## src/design/qrpc_defines.vh

```
// Purpose: Shared constants of the read-parameter and reset controller.
// Assumes: 20 MHz pclk, byte addressed APB with one word per register.
// Notes: Each rule below is kept by the logic; no rule carries a tag.
// Function
// - Four-wire mode: C0h sets dummy and wrap.
// - Serial mode: C0h rejected, settings unchanged.
// - Serial fast reads use fixed dummy counts.
// - Serial mode: wrap length from 77h bits.
// - Mode switch keeps write latch and wrap.
// - Reset defaults: wrap 8 bytes, dummy 2.
// - Wrap field 00/01/10/11 gives 8/16/32/64.
// - Wrapped read returns to window start.
// - One mode at once; 38h enters four-wire.
// - Power-up starts in serial mode.
// - FFh in four-wire returns to serial.
// - Reset aborts work, clears volatile settings.
// - Reset only when 66h directly precedes 99h.
// - Other command after 66h disarms reset.
// - About 30 us resetting, commands ignored.
// - Write-in-progress reads 1 while busy.
`ifndef QRPC_DEFINES_VH
`define QRPC_DEFINES_VH

`define QRPC_OP_SET_PARAM 8'hc0
`define QRPC_OP_SET_WRAP  8'h77
`define QRPC_OP_FAST_RD   8'h0b
`define QRPC_OP_QIO_RD    8'heb
`define QRPC_OP_WRAP_RD   8'h0c
`define QRPC_OP_ENTER_4W  8'h38
`define QRPC_OP_EXIT_4W   8'hff
`define QRPC_OP_RST_EN    8'h66
`define QRPC_OP_RST       8'h99
`define QRPC_OP_WR_EN     8'h06
`define QRPC_OP_WR_DIS    8'h04
`define QRPC_OP_RD_STAT   8'h05

`define QRPC_SER_FAST_DUMMY 4'h8
`define QRPC_SER_QIO_DUMMY  4'h6

`define QRPC_RST_PARAM 8'h00
`define QRPC_RST_WRAP  2'h0

`define QRPC_T_RST_NS 30000

`define QRPC_REG_STATUS 8'h00
`define QRPC_REG_CTRL   8'h04
`define QRPC_REG_PARAM  8'h08

`define QRPC_ST_WR_BUSY  0
`define QRPC_ST_WR_LATCH 1
`define QRPC_ST_4W    2
`define QRPC_ST_ARMED 3
`define QRPC_ST_RBUSY 4

`define QRPC_CT_OP    0
`define QRPC_CT_VOL_L 8

`define QRPC_PA_RP_L   0
`define QRPC_PA_WS_L   8
`define QRPC_PA_CM_L   16
`define QRPC_PA_DUM_L  24
`define QRPC_PA_WRAP_L 28

`endif

```

## src/design/qrpc_sync.v

```verilog
// Purpose: Two-stage synchroniser for pins entering the pclk domain.
// Assumes: Inputs are asynchronous levels.
// Notes: Only the second stage is visible outside.
`timescale 1ns/1ns
module qrpc_sync #(
	parameter W = 6
)(
	// Clock and reset.
	input  wire         pclk,
	input  wire         presetn,
	// Pins in and synchronised out.
	input  wire [W-1:0] din,
	output reg  [W-1:0] dout
);

reg [W-1:0] meta_ff;

always @(posedge pclk or negedge presetn)
begin
	if (!presetn)
	begin
		meta_ff <= {W{1'b1}};
		dout    <= {W{1'b1}};
	end
	else
	begin
		meta_ff <= din;
		dout    <= meta_ff;
	end
end

endmodule

```

## src/design/qrpc_ctl.v

```verilog
// Purpose: Serial flash command layer for modes, read parameters and reset.
// Assumes: Link pins are sampled by pclk; sclk is slow against pclk.
// Notes: Array content is read through array_addr and array_data.
//
// Our own choices: the address map and register access over APB.
`timescale 1ns/1ns
`include "qrpc_defines.vh"
module qrpc_ctl #(
	parameter CLK_NS = 50
)(
	// Clock and reset.
	input  wire        pclk,
	input  wire        presetn,
	// APB slave.
	input  wire        psel,
	input  wire        penable,
	input  wire        pwrite,
	input  wire [7:0]  paddr,
	input  wire [31:0] pwdata,
	output reg  [31:0] prdata,
	output wire        pready,
	output wire        pslverr,
	// Serial link.
	input  wire        cs_n,
	input  wire        sclk,
	input  wire [3:0]  dq_in,
	output reg  [3:0]  dq_out,
	output wire [3:0]  dq_oe,
	// Array read port.
	output wire [23:0] array_addr,
	input  wire [7:0]  array_data
);

localparam [31:0] RST_CYC = (`QRPC_T_RST_NS + CLK_NS - 1) / CLK_NS;

localparam [2:0] S_CMD   = 3'd0;
localparam [2:0] S_ADDR  = 3'd1;
localparam [2:0] S_PARAM = 3'd2;
localparam [2:0] S_DUMMY = 3'd3;
localparam [2:0] S_DATA  = 3'd4;
localparam [2:0] S_IGN   = 3'd5;

// Dummy field decode.
function [3:0] dummy_clocks;
	input [1:0] f;
	begin
		case (f)
			2'b00: dummy_clocks = 4'h2;
			2'b01: dummy_clocks = 4'h4;
			2'b10: dummy_clocks = 4'h6;
			default: dummy_clocks = 4'h8;
		endcase
	end
endfunction

// Wrap field decode into an offset mask.
function [5:0] wrap_mask;
	input [1:0] f;
	begin
		case (f)
			2'b00: wrap_mask = 6'h07;
			2'b01: wrap_mask = 6'h0f;
			2'b10: wrap_mask = 6'h1f;
			default: wrap_mask = 6'h3f;
		endcase
	end
endfunction

// Next read address, optionally held inside the aligned window.
function [23:0] next_addr;
	input [23:0] a;
	input        wrap;
	input [5:0]  m;
	reg   [23:0] inc;
	reg   [23:0] wm;
	begin
		inc = a + 24'h000001;
		wm  = {18'h00000, m};
		if (wrap)
			next_addr = (a & ~wm) | (inc & wm);
		else
			next_addr = inc;
	end
endfunction

wire [5:0] sync_q;
wire       cs_s;
wire       sclk_s;
wire [3:0] dq_s;

qrpc_sync #(
	.W (6)
) u_sync (
	.pclk    (pclk),
	.presetn (presetn),
	.din     ({cs_n, sclk, dq_in}),
	.dout    (sync_q)
);

assign cs_s   = sync_q[5];
assign sclk_s = sync_q[4];
assign dq_s   = sync_q[3:0];

reg        sclk_d_ff;
reg        cs_d_ff;
reg [2:0]  st_ff;
reg [7:0]  cmd_ff;
reg [7:0]  sh_ff;
reg [3:0]  bitcnt_ff;
reg [1:0]  bcnt_ff;
reg [3:0]  dcnt_ff;
reg [2:0]  ocnt_ff;
reg [7:0]  ob_ff;
reg [23:0] addr_ff;
reg        got_ff;
reg        four_wire_ff;
reg        write_enable_latch_ff;
reg        armed_ff;
reg [7:0]  rp_ff;
reg [1:0]  wrap_len_ff;
reg [2:0]  wrap_set_ff;
reg [7:0]  cont_mode_ff;
reg        op_busy_ff;
reg [7:0]  vol_ff;
reg [15:0] rst_cnt_ff;

wire       rst_busy  = (rst_cnt_ff != 16'h0000);
wire       sclk_rise = sclk_s & ~sclk_d_ff & ~cs_s;
wire       sclk_fall = ~sclk_s & sclk_d_ff & ~cs_s;
wire       cs_rise   = cs_s & ~cs_d_ff;
wire       is_qio    = (cmd_ff == `QRPC_OP_QIO_RD);
wire       in_quad   = four_wire_ff | (st_ff != S_CMD & is_qio);
wire       out_quad  = four_wire_ff | is_qio;
wire [3:0] bit_inc   = in_quad ? 4'h4 : 4'h1;
wire [3:0] bit_nxt   = bitcnt_ff + bit_inc;
wire       byte_done = sclk_rise & (bit_nxt == 4'h8);
wire [7:0] in_byte   = in_quad ? {sh_ff[3:0], dq_s} : {sh_ff[6:0], dq_s[0]};
wire [7:0] stat_byte = {vol_ff[7:2], write_enable_latch_ff,
		op_busy_ff};
wire [7:0] src_byte  = (cmd_ff == `QRPC_OP_RD_STAT) ? stat_byte
		: array_data;
wire [2:0] o_last    = out_quad ? 3'd1 : 3'd7;
wire       wrap_rd   = (cmd_ff == `QRPC_OP_WRAP_RD);
wire [3:0] dum_len   = four_wire_ff ? dummy_clocks(rp_ff[5:4])
		: (is_qio ? `QRPC_SER_QIO_DUMMY : `QRPC_SER_FAST_DUMMY);
wire       apb_wr    = psel & penable & pwrite;
wire       hit       = (paddr == `QRPC_REG_STATUS) |
		(paddr == `QRPC_REG_CTRL) | (paddr == `QRPC_REG_PARAM);
wire       do_reset  = cs_rise & got_ff & (cmd_ff == `QRPC_OP_RST) &
		armed_ff;

assign array_addr = addr_ff;
assign dq_oe      = (st_ff == S_DATA && !cs_s) ?
		(out_quad ? 4'hf : 4'h2) : 4'h0;
assign pready     = 1'b1;
assign pslverr    = psel & penable & ~hit;

always @(posedge pclk or negedge presetn)
begin
	if (!presetn)
	begin
		sclk_d_ff    <= 1'b1;
		cs_d_ff      <= 1'b1;
		st_ff        <= S_CMD;
		cmd_ff       <= 8'h00;
		sh_ff        <= 8'h00;
		bitcnt_ff    <= 4'h0;
		bcnt_ff      <= 2'h0;
		dcnt_ff      <= 4'h0;
		ocnt_ff      <= 3'h0;
		ob_ff        <= 8'h00;
		dq_out       <= 4'h0;
		addr_ff      <= 24'h000000;
		got_ff       <= 1'b0;
		four_wire_ff <= 1'b0;
		write_enable_latch_ff <= 1'b0;
		armed_ff     <= 1'b0;
		rp_ff        <= `QRPC_RST_PARAM;
		wrap_len_ff  <= `QRPC_RST_WRAP;
		wrap_set_ff  <= 3'h0;
		cont_mode_ff <= 8'h00;
		op_busy_ff   <= 1'b0;
		vol_ff       <= 8'h00;
		rst_cnt_ff   <= 16'h0000;
	end
	else
	begin
		sclk_d_ff <= sclk_s;
		cs_d_ff   <= cs_s;
		if (apb_wr && paddr == `QRPC_REG_CTRL)
		begin
			op_busy_ff <= pwdata[`QRPC_CT_OP];
			vol_ff     <= pwdata[`QRPC_CT_VOL_L+7:`QRPC_CT_VOL_L];
		end
		if (rst_busy)
		begin
			rst_cnt_ff <= rst_cnt_ff - 16'h0001;
			if (rst_cnt_ff == 16'h0001)
			begin
				armed_ff     <= 1'b0;
				four_wire_ff <= 1'b0;
			end
		end
		if (cs_s)
		begin
			st_ff     <= S_CMD;
			bitcnt_ff <= 4'h0;
			bcnt_ff   <= 2'h0;
		end
		else if (sclk_rise && st_ff != S_DATA && st_ff != S_IGN)
		begin
			sh_ff     <= in_byte;
			bitcnt_ff <= byte_done ? 4'h0 : bit_nxt;
		end
		if (byte_done)
		begin
			case (st_ff)
				S_CMD:
				begin
					cmd_ff <= in_byte;
					if (rst_busy)
						st_ff <= S_IGN;
					else
					begin
						got_ff <= 1'b1;
						case (in_byte)
							`QRPC_OP_SET_PARAM:
								st_ff <= four_wire_ff ? S_PARAM : S_IGN;
							`QRPC_OP_SET_WRAP:
								st_ff <= four_wire_ff ? S_IGN : S_ADDR;
							`QRPC_OP_FAST_RD:
								st_ff <= S_ADDR;
							`QRPC_OP_QIO_RD:
								st_ff <= S_ADDR;
							`QRPC_OP_WRAP_RD:
								st_ff <= four_wire_ff ? S_ADDR : S_IGN;
							`QRPC_OP_RD_STAT:
								st_ff <= S_DATA;
							default:
								st_ff <= S_IGN;
						endcase
					end
					ocnt_ff <= 3'h0;
				end
				S_ADDR:
				begin
					addr_ff <= {addr_ff[15:0], in_byte};
					bcnt_ff <= bcnt_ff + 2'h1;
					if (bcnt_ff == 2'h2)
					begin
						st_ff   <= (cmd_ff == `QRPC_OP_SET_WRAP) ?
								S_PARAM : S_DUMMY;
						dcnt_ff <= dum_len;
					end
				end
				S_PARAM:
				begin
					if (cmd_ff == `QRPC_OP_SET_PARAM)
					begin
						rp_ff       <= in_byte;
						wrap_len_ff <= in_byte[1:0];
					end
					else
					begin
						wrap_set_ff <= in_byte[6:4];
						wrap_len_ff <= in_byte[5:4];
					end
					st_ff <= S_IGN;
				end
				default:
				begin
					if (st_ff == S_DUMMY && is_qio &&
							dcnt_ff == dum_len - 4'h1)
						cont_mode_ff <= in_byte;
				end
			endcase
		end
		if (sclk_rise && st_ff == S_DUMMY)
		begin
			dcnt_ff <= dcnt_ff - 4'h1;
			if (dcnt_ff == 4'h1)
			begin
				st_ff   <= S_DATA;
				ocnt_ff <= 3'h0;
			end
		end
		if (sclk_fall && st_ff == S_DATA)
		begin
			if (ocnt_ff == 3'h0)
			begin
				dq_out  <= out_quad ? src_byte[7:4] : {2'b00, src_byte[7], 1'b0};
				ob_ff   <= out_quad ? {src_byte[3:0], 4'h0}
						: {src_byte[6:0], 1'b0};
				addr_ff <= next_addr(addr_ff, wrap_rd,
						wrap_mask(wrap_len_ff));
			end
			else
			begin
				dq_out <= out_quad ? ob_ff[7:4] : {2'b00, ob_ff[7], 1'b0};
				ob_ff  <= out_quad ? {ob_ff[3:0], 4'h0} : {ob_ff[6:0], 1'b0};
			end
			ocnt_ff <= (ocnt_ff == o_last) ? 3'h0 : ocnt_ff + 3'h1;
		end
		if (cs_rise && got_ff)
		begin
			got_ff   <= 1'b0;
			armed_ff <= (cmd_ff == `QRPC_OP_RST_EN);
			case (cmd_ff)
				`QRPC_OP_ENTER_4W:
					four_wire_ff <= 1'b1;
				`QRPC_OP_EXIT_4W:
					four_wire_ff <= 1'b0;
				`QRPC_OP_WR_EN:
					write_enable_latch_ff <= 1'b1;
				`QRPC_OP_WR_DIS:
					write_enable_latch_ff <= 1'b0;
				default:
					write_enable_latch_ff <= write_enable_latch_ff;
			endcase
		end
		if (do_reset)
		begin
			rst_cnt_ff   <= RST_CYC[15:0];
			armed_ff     <= 1'b0;
			four_wire_ff <= 1'b0;
			write_enable_latch_ff <= 1'b0;
			rp_ff        <= `QRPC_RST_PARAM;
			wrap_len_ff  <= `QRPC_RST_WRAP;
			wrap_set_ff  <= 3'h0;
			cont_mode_ff <= 8'h00;
			op_busy_ff   <= 1'b0;
			vol_ff       <= 8'h00;
		end
	end
end

// Read data is captured in the setup phase and held through access.
always @(posedge pclk or negedge presetn)
begin
	if (!presetn)
		prdata <= 32'h00000000;
	else if (psel && !penable && !pwrite)
	begin
		prdata <= 32'h00000000;
		case (paddr)
			`QRPC_REG_STATUS:
			begin
				prdata[`QRPC_ST_WR_BUSY]  <= op_busy_ff;
				prdata[`QRPC_ST_WR_LATCH] <= write_enable_latch_ff;
				prdata[`QRPC_ST_4W]    <= four_wire_ff;
				prdata[`QRPC_ST_ARMED] <= armed_ff;
				prdata[`QRPC_ST_RBUSY] <= rst_busy;
			end
			`QRPC_REG_CTRL:
			begin
				prdata[`QRPC_CT_OP] <= op_busy_ff;
				prdata[`QRPC_CT_VOL_L+7:`QRPC_CT_VOL_L] <= vol_ff;
			end
			`QRPC_REG_PARAM:
			begin
				prdata[`QRPC_PA_RP_L+7:`QRPC_PA_RP_L]     <= rp_ff;
				prdata[`QRPC_PA_WS_L+2:`QRPC_PA_WS_L]     <= wrap_set_ff;
				prdata[`QRPC_PA_CM_L+7:`QRPC_PA_CM_L]     <= cont_mode_ff;
				prdata[`QRPC_PA_DUM_L+3:`QRPC_PA_DUM_L]   <= dum_len;
				prdata[`QRPC_PA_WRAP_L+1:`QRPC_PA_WRAP_L] <= wrap_len_ff;
			end
			default:
				prdata <= 32'h00000000;
		endcase
	end
end

endmodule

```

## config.mk

```make
export PLATFORM = sky130hd
export DESIGN_NAME = qrpc_ctl
export DESIGN_NICKNAME = d
export VERILOG_FILES = /design/src/design/qrpc_sync.v /design/src/design/qrpc_ctl.v
export VERILOG_INCLUDE_DIRS = /design/src /design/src/design
export SDC_FILE = /design/constraint.sdc
export NUM_CORES = 1
export LEC_CHECK = 0
export ABC_CLOCK_PERIOD_IN_PS = 5700
export BUFFER_PORTS_ARGS = -buffer_cell sky130_fd_sc_hd__buf_2
export CORE_MARGIN = 2
export CORE_UTILIZATION = 58
export CTS_CLUSTER_SIZE = 16
export DETAILED_ROUTE_END_ITERATION = 16
export PLACE_DENSITY = 0.92
export SLEW_MARGIN = 25
export SYNTH_ARGS = -nofsm -noshare
export SYNTH_HDL_FRONTEND = slang
export SYNTH_HIERARCHICAL = 1
export SYNTH_SLANG_ARGS = --single-unit
```

## constraint.sdc

```tcl
create_clock -name pclk -period 5.7 [get_ports pclk]
set_input_delay 0.855 -clock pclk [delete_from_list [all_inputs] [get_ports pclk]]
set_output_delay 0.855 -clock pclk [all_outputs]
set_load 0.05 [all_outputs]
```

# --- Word-level counts from Yosys, hierarchy flattened ---
# Cells that the tools add are included.
op_classes:
  addsub: 7
  eq_ne: 38
  n_mux: 95
  n_bitwise: 26
  n_reduce_logical: 50
op_table:
  columns: ["op", "n"]
  rows:
  - ["2-to-1 mux 24 bit", 5]
  - ["2-to-1 mux 8 bit", 15]
  - ["2-to-1 mux 3 bit", 22]
  - ["2-to-1 mux 4 bit", 14]
  - ["== test 8 bit (second input constant)", 6]
  - ["== test 8 x 3 -> 1 bit (second input constant)", 5]
  - ["== test 8 x 4 -> 1 bit (second input constant)", 4]
  - ["2-to-1 mux 16 bit", 2]
  - ["nonzero test 2 bit", 13]
  - ["adder 24 x 1 -> 24 bit (second input constant)", 1]
  - ["bitwise AND 24 bit", 1]
  - ["bitwise AND 24 x 6 -> 24 bit", 1]
  - ["== test 8 x 7 -> 1 bit (second input constant)", 3]
  - ["NOT 6 -> 24 bit", 1]
  - ["bitwise OR 24 bit", 1]
  - ["one-hot mux 6 bit (3 select lines)", 1]
  - ["2-to-1 mux 1 bit", 17]
  - ["== test 16 x 1 -> 1 bit (second input constant)", 1]
  - ["nonzero test 16 bit", 1]
  - ["subtractor 16 x 1 -> 16 bit (second input constant)", 1]
  - ["one-hot mux 3 bit (5 select lines)", 1]
  - ["AND reduction 3 bit", 5]
  - ["2-to-1 mux 14 bit", 1]
  - ["2-to-1 mux 2 bit", 7]
  - ["other kinds (36)", 87]
word_totals:
  ff_bits: 161
  output_inout_bits: 66
  word_cells: 242

# --- Longest topological paths before layout ---
# Gate-level depths: netlist of the first run.
logic_depth:
  word_depth: 12
  ltp_mapped: 15
  mapped_depth_nobuf: 11

# --- Hierarchy ---
# Netlist of the first run, hierarchy kept.
modules_own_cells:
  columns: ["mod", "instances", "cells_each", "area_each_um2"]
  rows:
  - ["qrpc_ctl", 1, 805, 7793.7]
  - ["qrpc_sync", 1, 12, 315.3]

# --- Least setup slack after synthesis of the first run ---
# No wires, ideal clock.
synth_timing:
  kind: "register to output"
  start: "register st_ff[1]"
  end: "output dq_oe[2]"
  t_arrival_ps: 3593
  path_slack_ps: 1252
  stages_incl_launch_ff: 5
  n_path_buf: 2
  cell_sequence: "dfrtp_1 buf_2 nor4b_1 and2_1 buf_4"
synth_between:
  elab_chain_cells: 3
synth_rtl:
  columns: ["element", "line_no", "source"]
  rows:
  - ["from (decl)", "qrpc_ctl.v:106", "reg [2:0] st_ff;"]
  - ["from (signal assigned)", "qrpc_ctl.v:228", "st_ff <= four_wire_ff ? S_PARAM : S_IGN;"]
  - ["from (signal assigned)", "qrpc_ctl.v:230", "st_ff <= four_wire_ff ? S_IGN : S_ADDR;"]
  - ["from (signal assigned)", "qrpc_ctl.v:236", "st_ff <= four_wire_ff ? S_ADDR : S_IGN;"]
  - ["== test 3 bit", "qrpc_ctl.v:153", "assign dq_oe = (st_ff == S_DATA && !cs_s) ?"]
  - ["logical AND 1 bit", "qrpc_ctl.v:153", null]
  - ["2-to-1 mux 4 bit", "qrpc_ctl.v:153", null]
  - ["to (decl)", "qrpc_ctl.v:28", "output wire [3:0] dq_oe,"]
# Every way passes these cells.

# --- Worst setup path after layout of the first run ---
layout_timing:
  start: "register cmd_ff[7]"
  end: "register addr_ff[7] (netlist: array_addr[7])"
layout_between:
  elab_chain_cells: 10
layout_rtl:
  columns: ["element", "line_no", "source"]
  rows:
  - ["from (decl)", "qrpc_ctl.v:107", "reg [7:0] cmd_ff;"]
  - ["from (signal assigned)", "qrpc_ctl.v:220", "cmd_ff <= in_byte;"]
  - ["== test 8 bit (no source line)", null, null]
  - ["bitwise AND 1 bit", "qrpc_ctl.v:132", "wire in_quad = four_wire_ff | (st_ff != S_CMD & is_qio);"]
  - ["bitwise OR 1 bit", "qrpc_ctl.v:132", null]
  - ["2-to-1 mux 3 bit", "qrpc_ctl.v:134", "wire [3:0] bit_inc = in_quad ? 4'h4 : 4'h1;"]
  - ["adder 4 x 3 -> 4 bit", "qrpc_ctl.v:135", "wire [3:0] bit_nxt = bitcnt_ff + bit_inc;"]
  - ["== test 4 bit", "qrpc_ctl.v:136", "wire byte_done = sclk_rise & (bit_nxt == 4'h8);"]
  - ["bitwise AND 1 bit", "qrpc_ctl.v:136", null]
  - ["2-to-1 mux 24 bit", "qrpc_ctl.v:215", "if (byte_done)"]
  - ["2-to-1 mux 24 bit", "qrpc_ctl.v:289", "if (ocnt_ff == 3'h0)"]
  - ["2-to-1 mux 24 bit (*)", "qrpc_ctl.v:287", "if (sclk_fall && st_ff == S_DATA)"]
  - ["to (signal assigned)", "qrpc_ctl.v:247", "addr_ff <= {addr_ff[15:0], in_byte};"]
  - ["to (signal assigned)", "qrpc_ctl.v:294", "addr_ff <= next_addr(addr_ff, wrap_rd,"]
  - ["to (decl)", "qrpc_ctl.v:114", "reg [23:0] addr_ff;"]
# Every way passes the cells marked *; elsewhere a longest branch is shown, timed or not.
# A chain may end at the register's enable or synchronous reset.

==> results of run 1 <==
[per-layer routing]
layer  global-route usage [%]  vias up  part of all wire (%)
met2                     45.1      345                    49
li1                         -     3147                     -
met4                     8.76        0                   2.1
met1                     37.9     3304                    41
met3                     5.16       48                   7.7
met5                        0        -                     0
[stage by stage]
stage / utilization (%) / hold slack [ps] / instances
CTS: 67.6 / 356 / 1090
global route: 67.6 / 362 / 1090
floorplan: - / 345 / 819
finish: 67.6 / 355 / 1090
detailed placement: 62.9 / 347 / 1058
global placement: 62.9 / 346 / 1058
[state kept, by name, indices dropped and copies added, names as in the netlist, 4 cells and up, named ones only]
name and cells:
dcnt_ff 4, u_sync/dout 6, cont_mode_ff 8, array_addr 21, cmd_ff 8, u_sync/meta_ff 6
dq_out 4, rst_cnt_ff 16, prdata 29, sh_ff 7, rp_ff 8, vol_ff 8
bitcnt_ff 4, ob_ff 7
[power by group]
part | switching (mW) | internal [mW] | total, mW
Combinational | 0.101 | 0.0458 | 0.147
Clock | 0.478 | 0.753 | 1.23
Sequential | 0.0276 | 1.15 | 1.18
Total | 0.607 | 1.95 | 2.56
[synth_stat cells, types with 8 or more instances]
cell type	instances	share of area, %
a222oi_1	8	0.99
nand4_1	8	0.62
ha_1	13	2.0
o21ai_0	56	3.5
a21oi_1	25	1.5
xnor2_1	10	1.1
nor3_1	17	1.0
mux2_2	8	1.1
buf_4	9	0.83
nand3_1	29	1.8
nand2_1	76	3.5
nor4_1	15	1.2
o211ai_1	9	0.83
nor2_1	84	3.9
inv_1	27	1.2
dfstp_2	14	4.5
and3_1	10	0.77
a22o_1	25	2.7
a31oi_1	11	0.85
a211oi_1	9	0.83
dfrtp_1	145	45
or3_1	8	0.62
mux2i_1	41	5.1
clkbuf_1	30	1.4
nand2b_1	9	0.69
[cell type report]
type	instances	area [um2]	area share [%]
sequential	159	4000	42.9
tap	180	225	2.42
clock buffer	18	439	4.72
clock inverter	14	204	2.19
multi-input combinational	586	3790	40.7
timing repair buffer	105	552	5.93
inverter	28	105	1.13
[worst min-delay path by stage]
stage / from / endpoint / depth (start not counted)
2_1_floorplan: u_sync/meta_ff[0] / u_sync/dout[0] / 0
3_3_place_gp: u_sync/meta_ff[3] / u_sync/dout[3] / 0
3_5_place_dp: u_sync/meta_ff[1] / u_sync/dout[1] / 0
4_1_cts: u_sync/meta_ff[1] / u_sync/dout[1] / 0
6_report: presetn / ob_ff[7] / 1
5_1_grt: u_sync/meta_ff[4] / u_sync/dout[4] / 0
[logic make-up (layout without fill, tap and decap cells)]
kind of cell,after synthesis,count (layout)
simple gates,306,306
buf+inv,74,165
other cells,2,4
fa+ha+maj,13,13
mux,50,50
xor+xnor,17,17
flops,159,159
compound gates,196,196
[critical path: stages (launching register included)]
cell,delay [ps]
dfrtp_1,480
nor4bb_1,430
a31o_2,440
inv_2,210
ha_1,250
ha_1,300
or4_4,600
or3_4,410
nor3b_4,580
nor3_1,110
a211oi_1,250
==> impl_metrics.py, run 1 <==
metrics = {
    "power": {
        "power_density_nw_per_um2": 274,
        "vdd_drop_max_mv": 0.186,
        "leakage_nw": 4.63,
        "report.power.total_mw": 2.56,
    },
    "drt": {
        "drtIter0Drc": 847,
        "first_pass_iters": 6,
        "wl_per_cell_um": 18.6,
        "final_antenna_net_count": 0,
        "routed_via_density": 6.28,
        "drcViolationCount": 0,
        "vias": 6844,
        "routed_wirelength_um": 20300,
    },
    "setup_path": {
        "cp.required_ps": 6030,
        "r2r_slack_ps": 1540,
        "rr_endpoint": "array_addr[7]",
        "r2r-start": "cmd_ff[7]",
        "crit_end": "array_addr[7]",
        "crit_type": "reg2reg",
        "critPathCaptureType": "register",
        "startpoint": "cmd_ff[7]",
        "crit_path_max_fanout": 13,
        "rr_worst_depth": 10,
        "worstSetupStartpointType": "register",
        "arrival_ps": 4490,
    },
    "global_route": {
        "grt_pass1_wl_um": 32500,
        "antenna_found_initial": 0,
        "grt_pass1_vias": 6315,
        "grt_max_degree": 61,
        "overflow": 0,
        "grt_usage_pct": 27.7,
    },
    "final_layout": {
        "finish.instance_area_um2": 9310,
        "mostFrequentLayoutCell": "dfrtp_1",
        "syn_to_final_growth_pct": 14.8,
        "drive_gt1_share_pct": 20.8,
        "final_cell_mix": "dfrtp_1 (145), buf_2 (96), nor2_1 (84)",
        "fillCellCount": 963,
        "num_antenna_cells": 0,
        "nets": 969,
    },
    "clock_tree": {
        "cts_buffers": 17,
        "htreeDepth": 4,
        "cts.repair.resized": 0,
        "cts.hold.buffers_added": 0,
        "cts-root-buf": "clkbuf_16",
        "clock-sinks": 159,
        "clk_latency_ps": 430,
        "post_cts_buffers": 0,
        "clk_pin_slew_ps": 70,
        "cts_tree": "built",
        "cts_buffer_depth": 2,
    },
    "yosys": {
        "synth-compound-area-share_pct": 16.8,
        "synth-seq-cells": 159,
        "synthAdderAreaFrac_pct": 2.01,
        "synth_flop_cell": "dfrtp_1",
        "ys.warnings.count": 6,
        "synth.avg_cell_area_um2": 9.93,
        "synth.mux.area_fraction_pct": 6.31,
        "synth-simple-area-share_pct": 19.5,
        "synthXorXnorAreaFrac_pct": 1.84,
        "ys_types": 83,
        "synth_edf_count": 0,
        "yosysSeqAreaShare_pct": 49.3,
        "synth_top_family_by_area": "simple AND/OR/NAND/NOR gates",
        "synthesis.area_um2": 8110,
        "async_flop_share_pct": 100,
        "synthCells": 817,
    },
    "timing": {
        "slew_viol_final": 0,
        "period_share_pct": 73.0,
        "skew_ps": 7.64,
        "setup_slack_ps": 1540,
        "max_slew_margin_pct": 38.8,
        "fmax_mhz": 240,
        "worst_slew_pin_slew_ps": 913,
        "rsz0062_at_grt": "no",
        "final-setup-viol-count": 0,
        "setup_tns_ps": 0,
        "hold_viol_final": 0,
        "fin_crit_ps": 4160,
    },
    "floorplanning": {
        "die_h_um": 122,
        "core_area_um2": 13800,
        "fp.dieW_um": 122,
        "top_level_ports": 125,
        "initial_core_util_pct": 58.9,
        "dieArea_um2": 14900,
        "std_cell_rows": 43,
    },
    "place": {
        "globalplace.congestion": 0.931,
        "post_dp_cell_area_um2": 8670,
        "dp_hpwl_um": 13600,
        "portBuffers": 97,
        "pre_cts_slack_ps": 1640,
    },
    "hold_path": {
        "hold_path_class": "in2async",
    },
    "status": {
        "status": "complete, no violations",
    },
    "flow_run": {
        "cap_viol_max_count": 0,
    },
}
Power figures use the tool's default switching activity.
==> run 2, diff against run 1 <==
--- a/config.mk
+++ b/config.mk
@@ -6,13 +6,14 @@
 export SDC_FILE = /design/constraint.sdc
 export NUM_CORES = 1
 export LEC_CHECK = 0
-export ABC_CLOCK_PERIOD_IN_PS = 5700
+export ABC_AREA = 1
+export ABC_CLOCK_PERIOD_IN_PS = 3780
 export BUFFER_PORTS_ARGS = -buffer_cell sky130_fd_sc_hd__buf_2
 export CORE_MARGIN = 2
-export CORE_UTILIZATION = 58
+export CORE_UTILIZATION = 52
 export CTS_CLUSTER_SIZE = 16
 export DETAILED_ROUTE_END_ITERATION = 16
-export PLACE_DENSITY = 0.92
+export PLACE_DENSITY = 0.88
 export SLEW_MARGIN = 25
 export SYNTH_ARGS = -nofsm -noshare
 export SYNTH_HDL_FRONTEND = slang
==> constraint.sdc (replaced) <==
create_clock -name pclk -period 3.78 [get_ports pclk]
set_input_delay 0.567 -clock pclk [delete_from_list [all_inputs] [get_ports pclk]]
set_output_delay 0.567 -clock pclk [all_outputs]
set_load 0.05 [all_outputs]
==> impl_metrics.py, run 2 <==
metrics = {
    "global_route": {
        "grt_usage_pct": 26.1,
        "overflow": 0,
        "grt_pass1_vias": 7587,
        "antenna_found_initial": 0,
        "grt_pass1_wl_um": 36600,
        "grt_max_degree": 87,
    },
    "final_layout": {
        "num_antenna_cells": 0,
        "drive_gt1_share_pct": 16.4,
        "largest_reg_flops": 29,
        "mostFrequentLayoutCell": "nand2_1",
        "final_cell_mix": "nand2_1 (239), dfrtp_1 (145), inv_1 (118)",
        "seqCellArea_um2": 4000,
        "nets": 1214,
        "multi_input_area_um2": 3780,
        "registers.top_by_ff_count": "prdata",
        "syn_to_final_growth_pct": 15.4,
        "fillCellCount": 1258,
    },
    "setup_path": {
        "critPathCaptureType": "register",
        "r2r-start": "cmd_ff[4]",
        "rr_worst_depth": 18,
        "crit_path_top_delay_cell": "dfrtp_1",
        "arrival_ps": 3750,
        "cpPeakStageDelay_ps": 420,
        "crit_type": "reg2reg",
        "crit_family": "simple AND/OR/NAND/NOR gates",
        "crit_buf_inv": 4,
        "crit_end": "array_addr[10]",
        "rr_endpoint": "array_addr[10]",
        "crit_chain": "inv_1, nand2_2, nor2_4, nand3_2, nand2_4, inv_1, ha_1, ha_1, xor2_1, nor4_2, nand2_1, inv_2, nand2_2, clkinvlp_4, nand2_1, o21ai_0, a21oi_1, o21ai_0",
        "worstSetupStartpointType": "register",
        "cp.depth": 18,
        "crit_path_max_fanout": 15,
        "startpoint": "cmd_ff[4]",
        "cp.required_ps": 4080,
        "r2r_slack_ps": 330,
    },
    "timing": {
        "period_share_pct": 91.3,
        "worst_slew_pin_slew_ps": 1020,
        "slew_viol_final": 0,
        "skew_ps": 7.93,
        "max_slew_margin_pct": 31.5,
        "fmax_mhz": 290,
        "hold_viol_final": 0,
        "rsz0062_at_grt": "no",
        "final-setup-viol-count": 0,
        "setup_slack_ps": 329,
        "setup_tns_ps": 0,
        "hold-worst-slack_ps": 202,
        "fin_crit_ps": 3450,
    },
    "clock_tree": {
        "cts_buffer_depth": 2,
        "clk_pin_slew_ps": 70,
        "cts.hold.buffers_added": 0,
        "cts_tree": "built",
        "cts-root-buf": "clkbuf_16",
        "clock-sinks": 159,
        "cts_buffers": 17,
        "htreeDepth": 4,
        "clk_latency_ps": 440,
        "cts.repair.resized": 0,
        "post_cts_buffers": 0,
    },
    "yosys": {
        "yosysTopAreaCell": "dfrtp_1",
        "ys_types": 56,
        "async_flop_share_pct": 100,
        "synth_commonest_cells": "nand2_1 (240), dfrtp_1 (145), inv_1 (120), o21ai_0 (97), nor2_1 (91)",
        "synth_area_leaders": "dfrtp_1 (43%), nand2_1 (11%), o21ai_0 (5.8%)",
        "synth.avg_cell_area_um2": 8.02,
        "synthesis.area_um2": 8400,
        "synth_edf_count": 0,
        "synth-seq-cells": 159,
        "synthCells": 1047,
        "synth_top_area_share_pct": 43.2,
        "yosysSeqAreaShare_pct": 47.6,
        "synth_flop_cell": "dfrtp_1",
        "ys.warnings.count": 6,
        "synth.most_common_cell": "nand2_1",
    },
    "power": {
        "leakage_nw": 4.83,
        "vdd_drop_max_mv": 0.373,
        "clock_power_share_pct": 46.9,
        "power_density_nw_per_um2": 394,
        "swShare_pct": 24.6,
        "intPower_mw": 2.88,
        "seqPwrFrac_pct": 46.0,
        "comb_power_share_pct": 7.1,
        "switchingPower_mw": 0.940,
    },
    "drt": {
        "routed_wirelength_um": 22200,
        "first_pass_iters": 5,
        "vias": 7987,
        "drcViolationCount": 0,
        "routed_via_density": 5.83,
        "final_antenna_net_count": 0,
        "wl_per_cell_um": 16.2,
        "drtIter0Drc": 854,
    },
    "place": {
        "globalplace.congestion": 0.968,
        "dp_hpwl_um": 15500,
        "pre_cts_slack_ps": 208,
        "portBuffers": 97,
    },
    "flow_run": {
        "cap_viol_max_count": 0,
    },
    "floorplanning": {
        "core_area_um2": 15800,
        "fp.dieW_um": 131,
        "initial_core_util_pct": 53.1,
        "top_level_ports": 125,
        "std_cell_rows": 46,
        "die_h_um": 131,
        "dieArea_um2": 17200,
    },
    "hold_path": {
        "hold_path_class": "in2async",
    },
    "status": {
        "status": "complete, no violations",
    },
}
## run 2: worst min path at each step
stage | from | endpoint | slack, ps
after global routing | cs_n | u_sync/meta_ff[5] | 220
after floorplan | presetn | asynchronous set/reset pin | 270
after CTS | dq_in[0] | u_sync/meta_ff[0] | 220
after global placement | u_sync/meta_ff[2] | u_sync/dout[2] | 350
after detailed placement | u_sync/meta_ff[1] | u_sync/dout[1] | 350
final | presetn | rst_cnt_ff[6] | 200
## run 2: cell families (layout without fill, tap and decap cells)
| kind of cell | Yosys count | count (layout) | synth area share (%) |
|---|---|---|---|
| AND/OR/NAND/NOR | 485 | 485 | 25.9 |
| XOR/XNOR | 15 | 15 | 1.56 |
| other | 2 | 4 | 0.0894 |
| buffers and inverters | 156 | 262 | 7.54 |
| flip-flops | 159 | 159 | 47.6 |
| adder cells (fa/ha/maj) | 13 | 13 | 1.94 |
| AO/OA/AOI/OAI | 217 | 217 | 15.4 |
## run 2: cell type report
class	count	area share [%]
clock buffers	19	4.67
clock inverters	13	1.65
inverters	125	4.88
multi-input cells	734	39.0
flip-flops and latches	159	41.2
well taps	216	2.79
repair buffers	105	5.82
## run 2: metrics by stage
stage / utilization [%] / area, um2 / total power [mW] / cells
6_report: 61.3 / 9700 / 3.82 / 1371
3_3_place_gp: 57.4 / 9080 / 2.05 / 1339
5_1_grt: 61.3 / 9700 / 3.94 / 1371
2_1_floorplan: - / 8410 / 1.94 / 1049
3_5_place_dp: 57.4 / 9080 / 2.05 / 1339
4_1_cts: 61.2 / 9690 / 3.83 / 1371
## run 2: power groups by stage
| stage | registers (mW) | logic (mW) | clock network, mW |
|---|---|---|---|
| finish | 1.76 | 0.270 | 1.79 |
| global route | 1.76 | 0.301 | 1.87 |
| CTS | 1.76 | 0.266 | 1.80 |
| detailed placement | 1.79 | 0.265 | 0 |
| global placement | 1.79 | 0.259 | 0 |
| floorplan | 1.78 | 0.157 | 0 |
## run 2: per-layer routing
| layer | routed length, um | GRT usage [%] | share of wire, % | up-vias |
|---|---|---|---|---|
| met2 | 10500 | 42.4 | 48 | 462 |
| met5 | 0 | 0 | 0 | - |
| met4 | 774 | 12.0 | 3.5 | 0 |
| met1 | 8860 | 33.9 | 40 | 3759 |
| met3 | 2010 | 5.05 | 9.0 | 69 |
| li1 | - | - | - | 3697 |
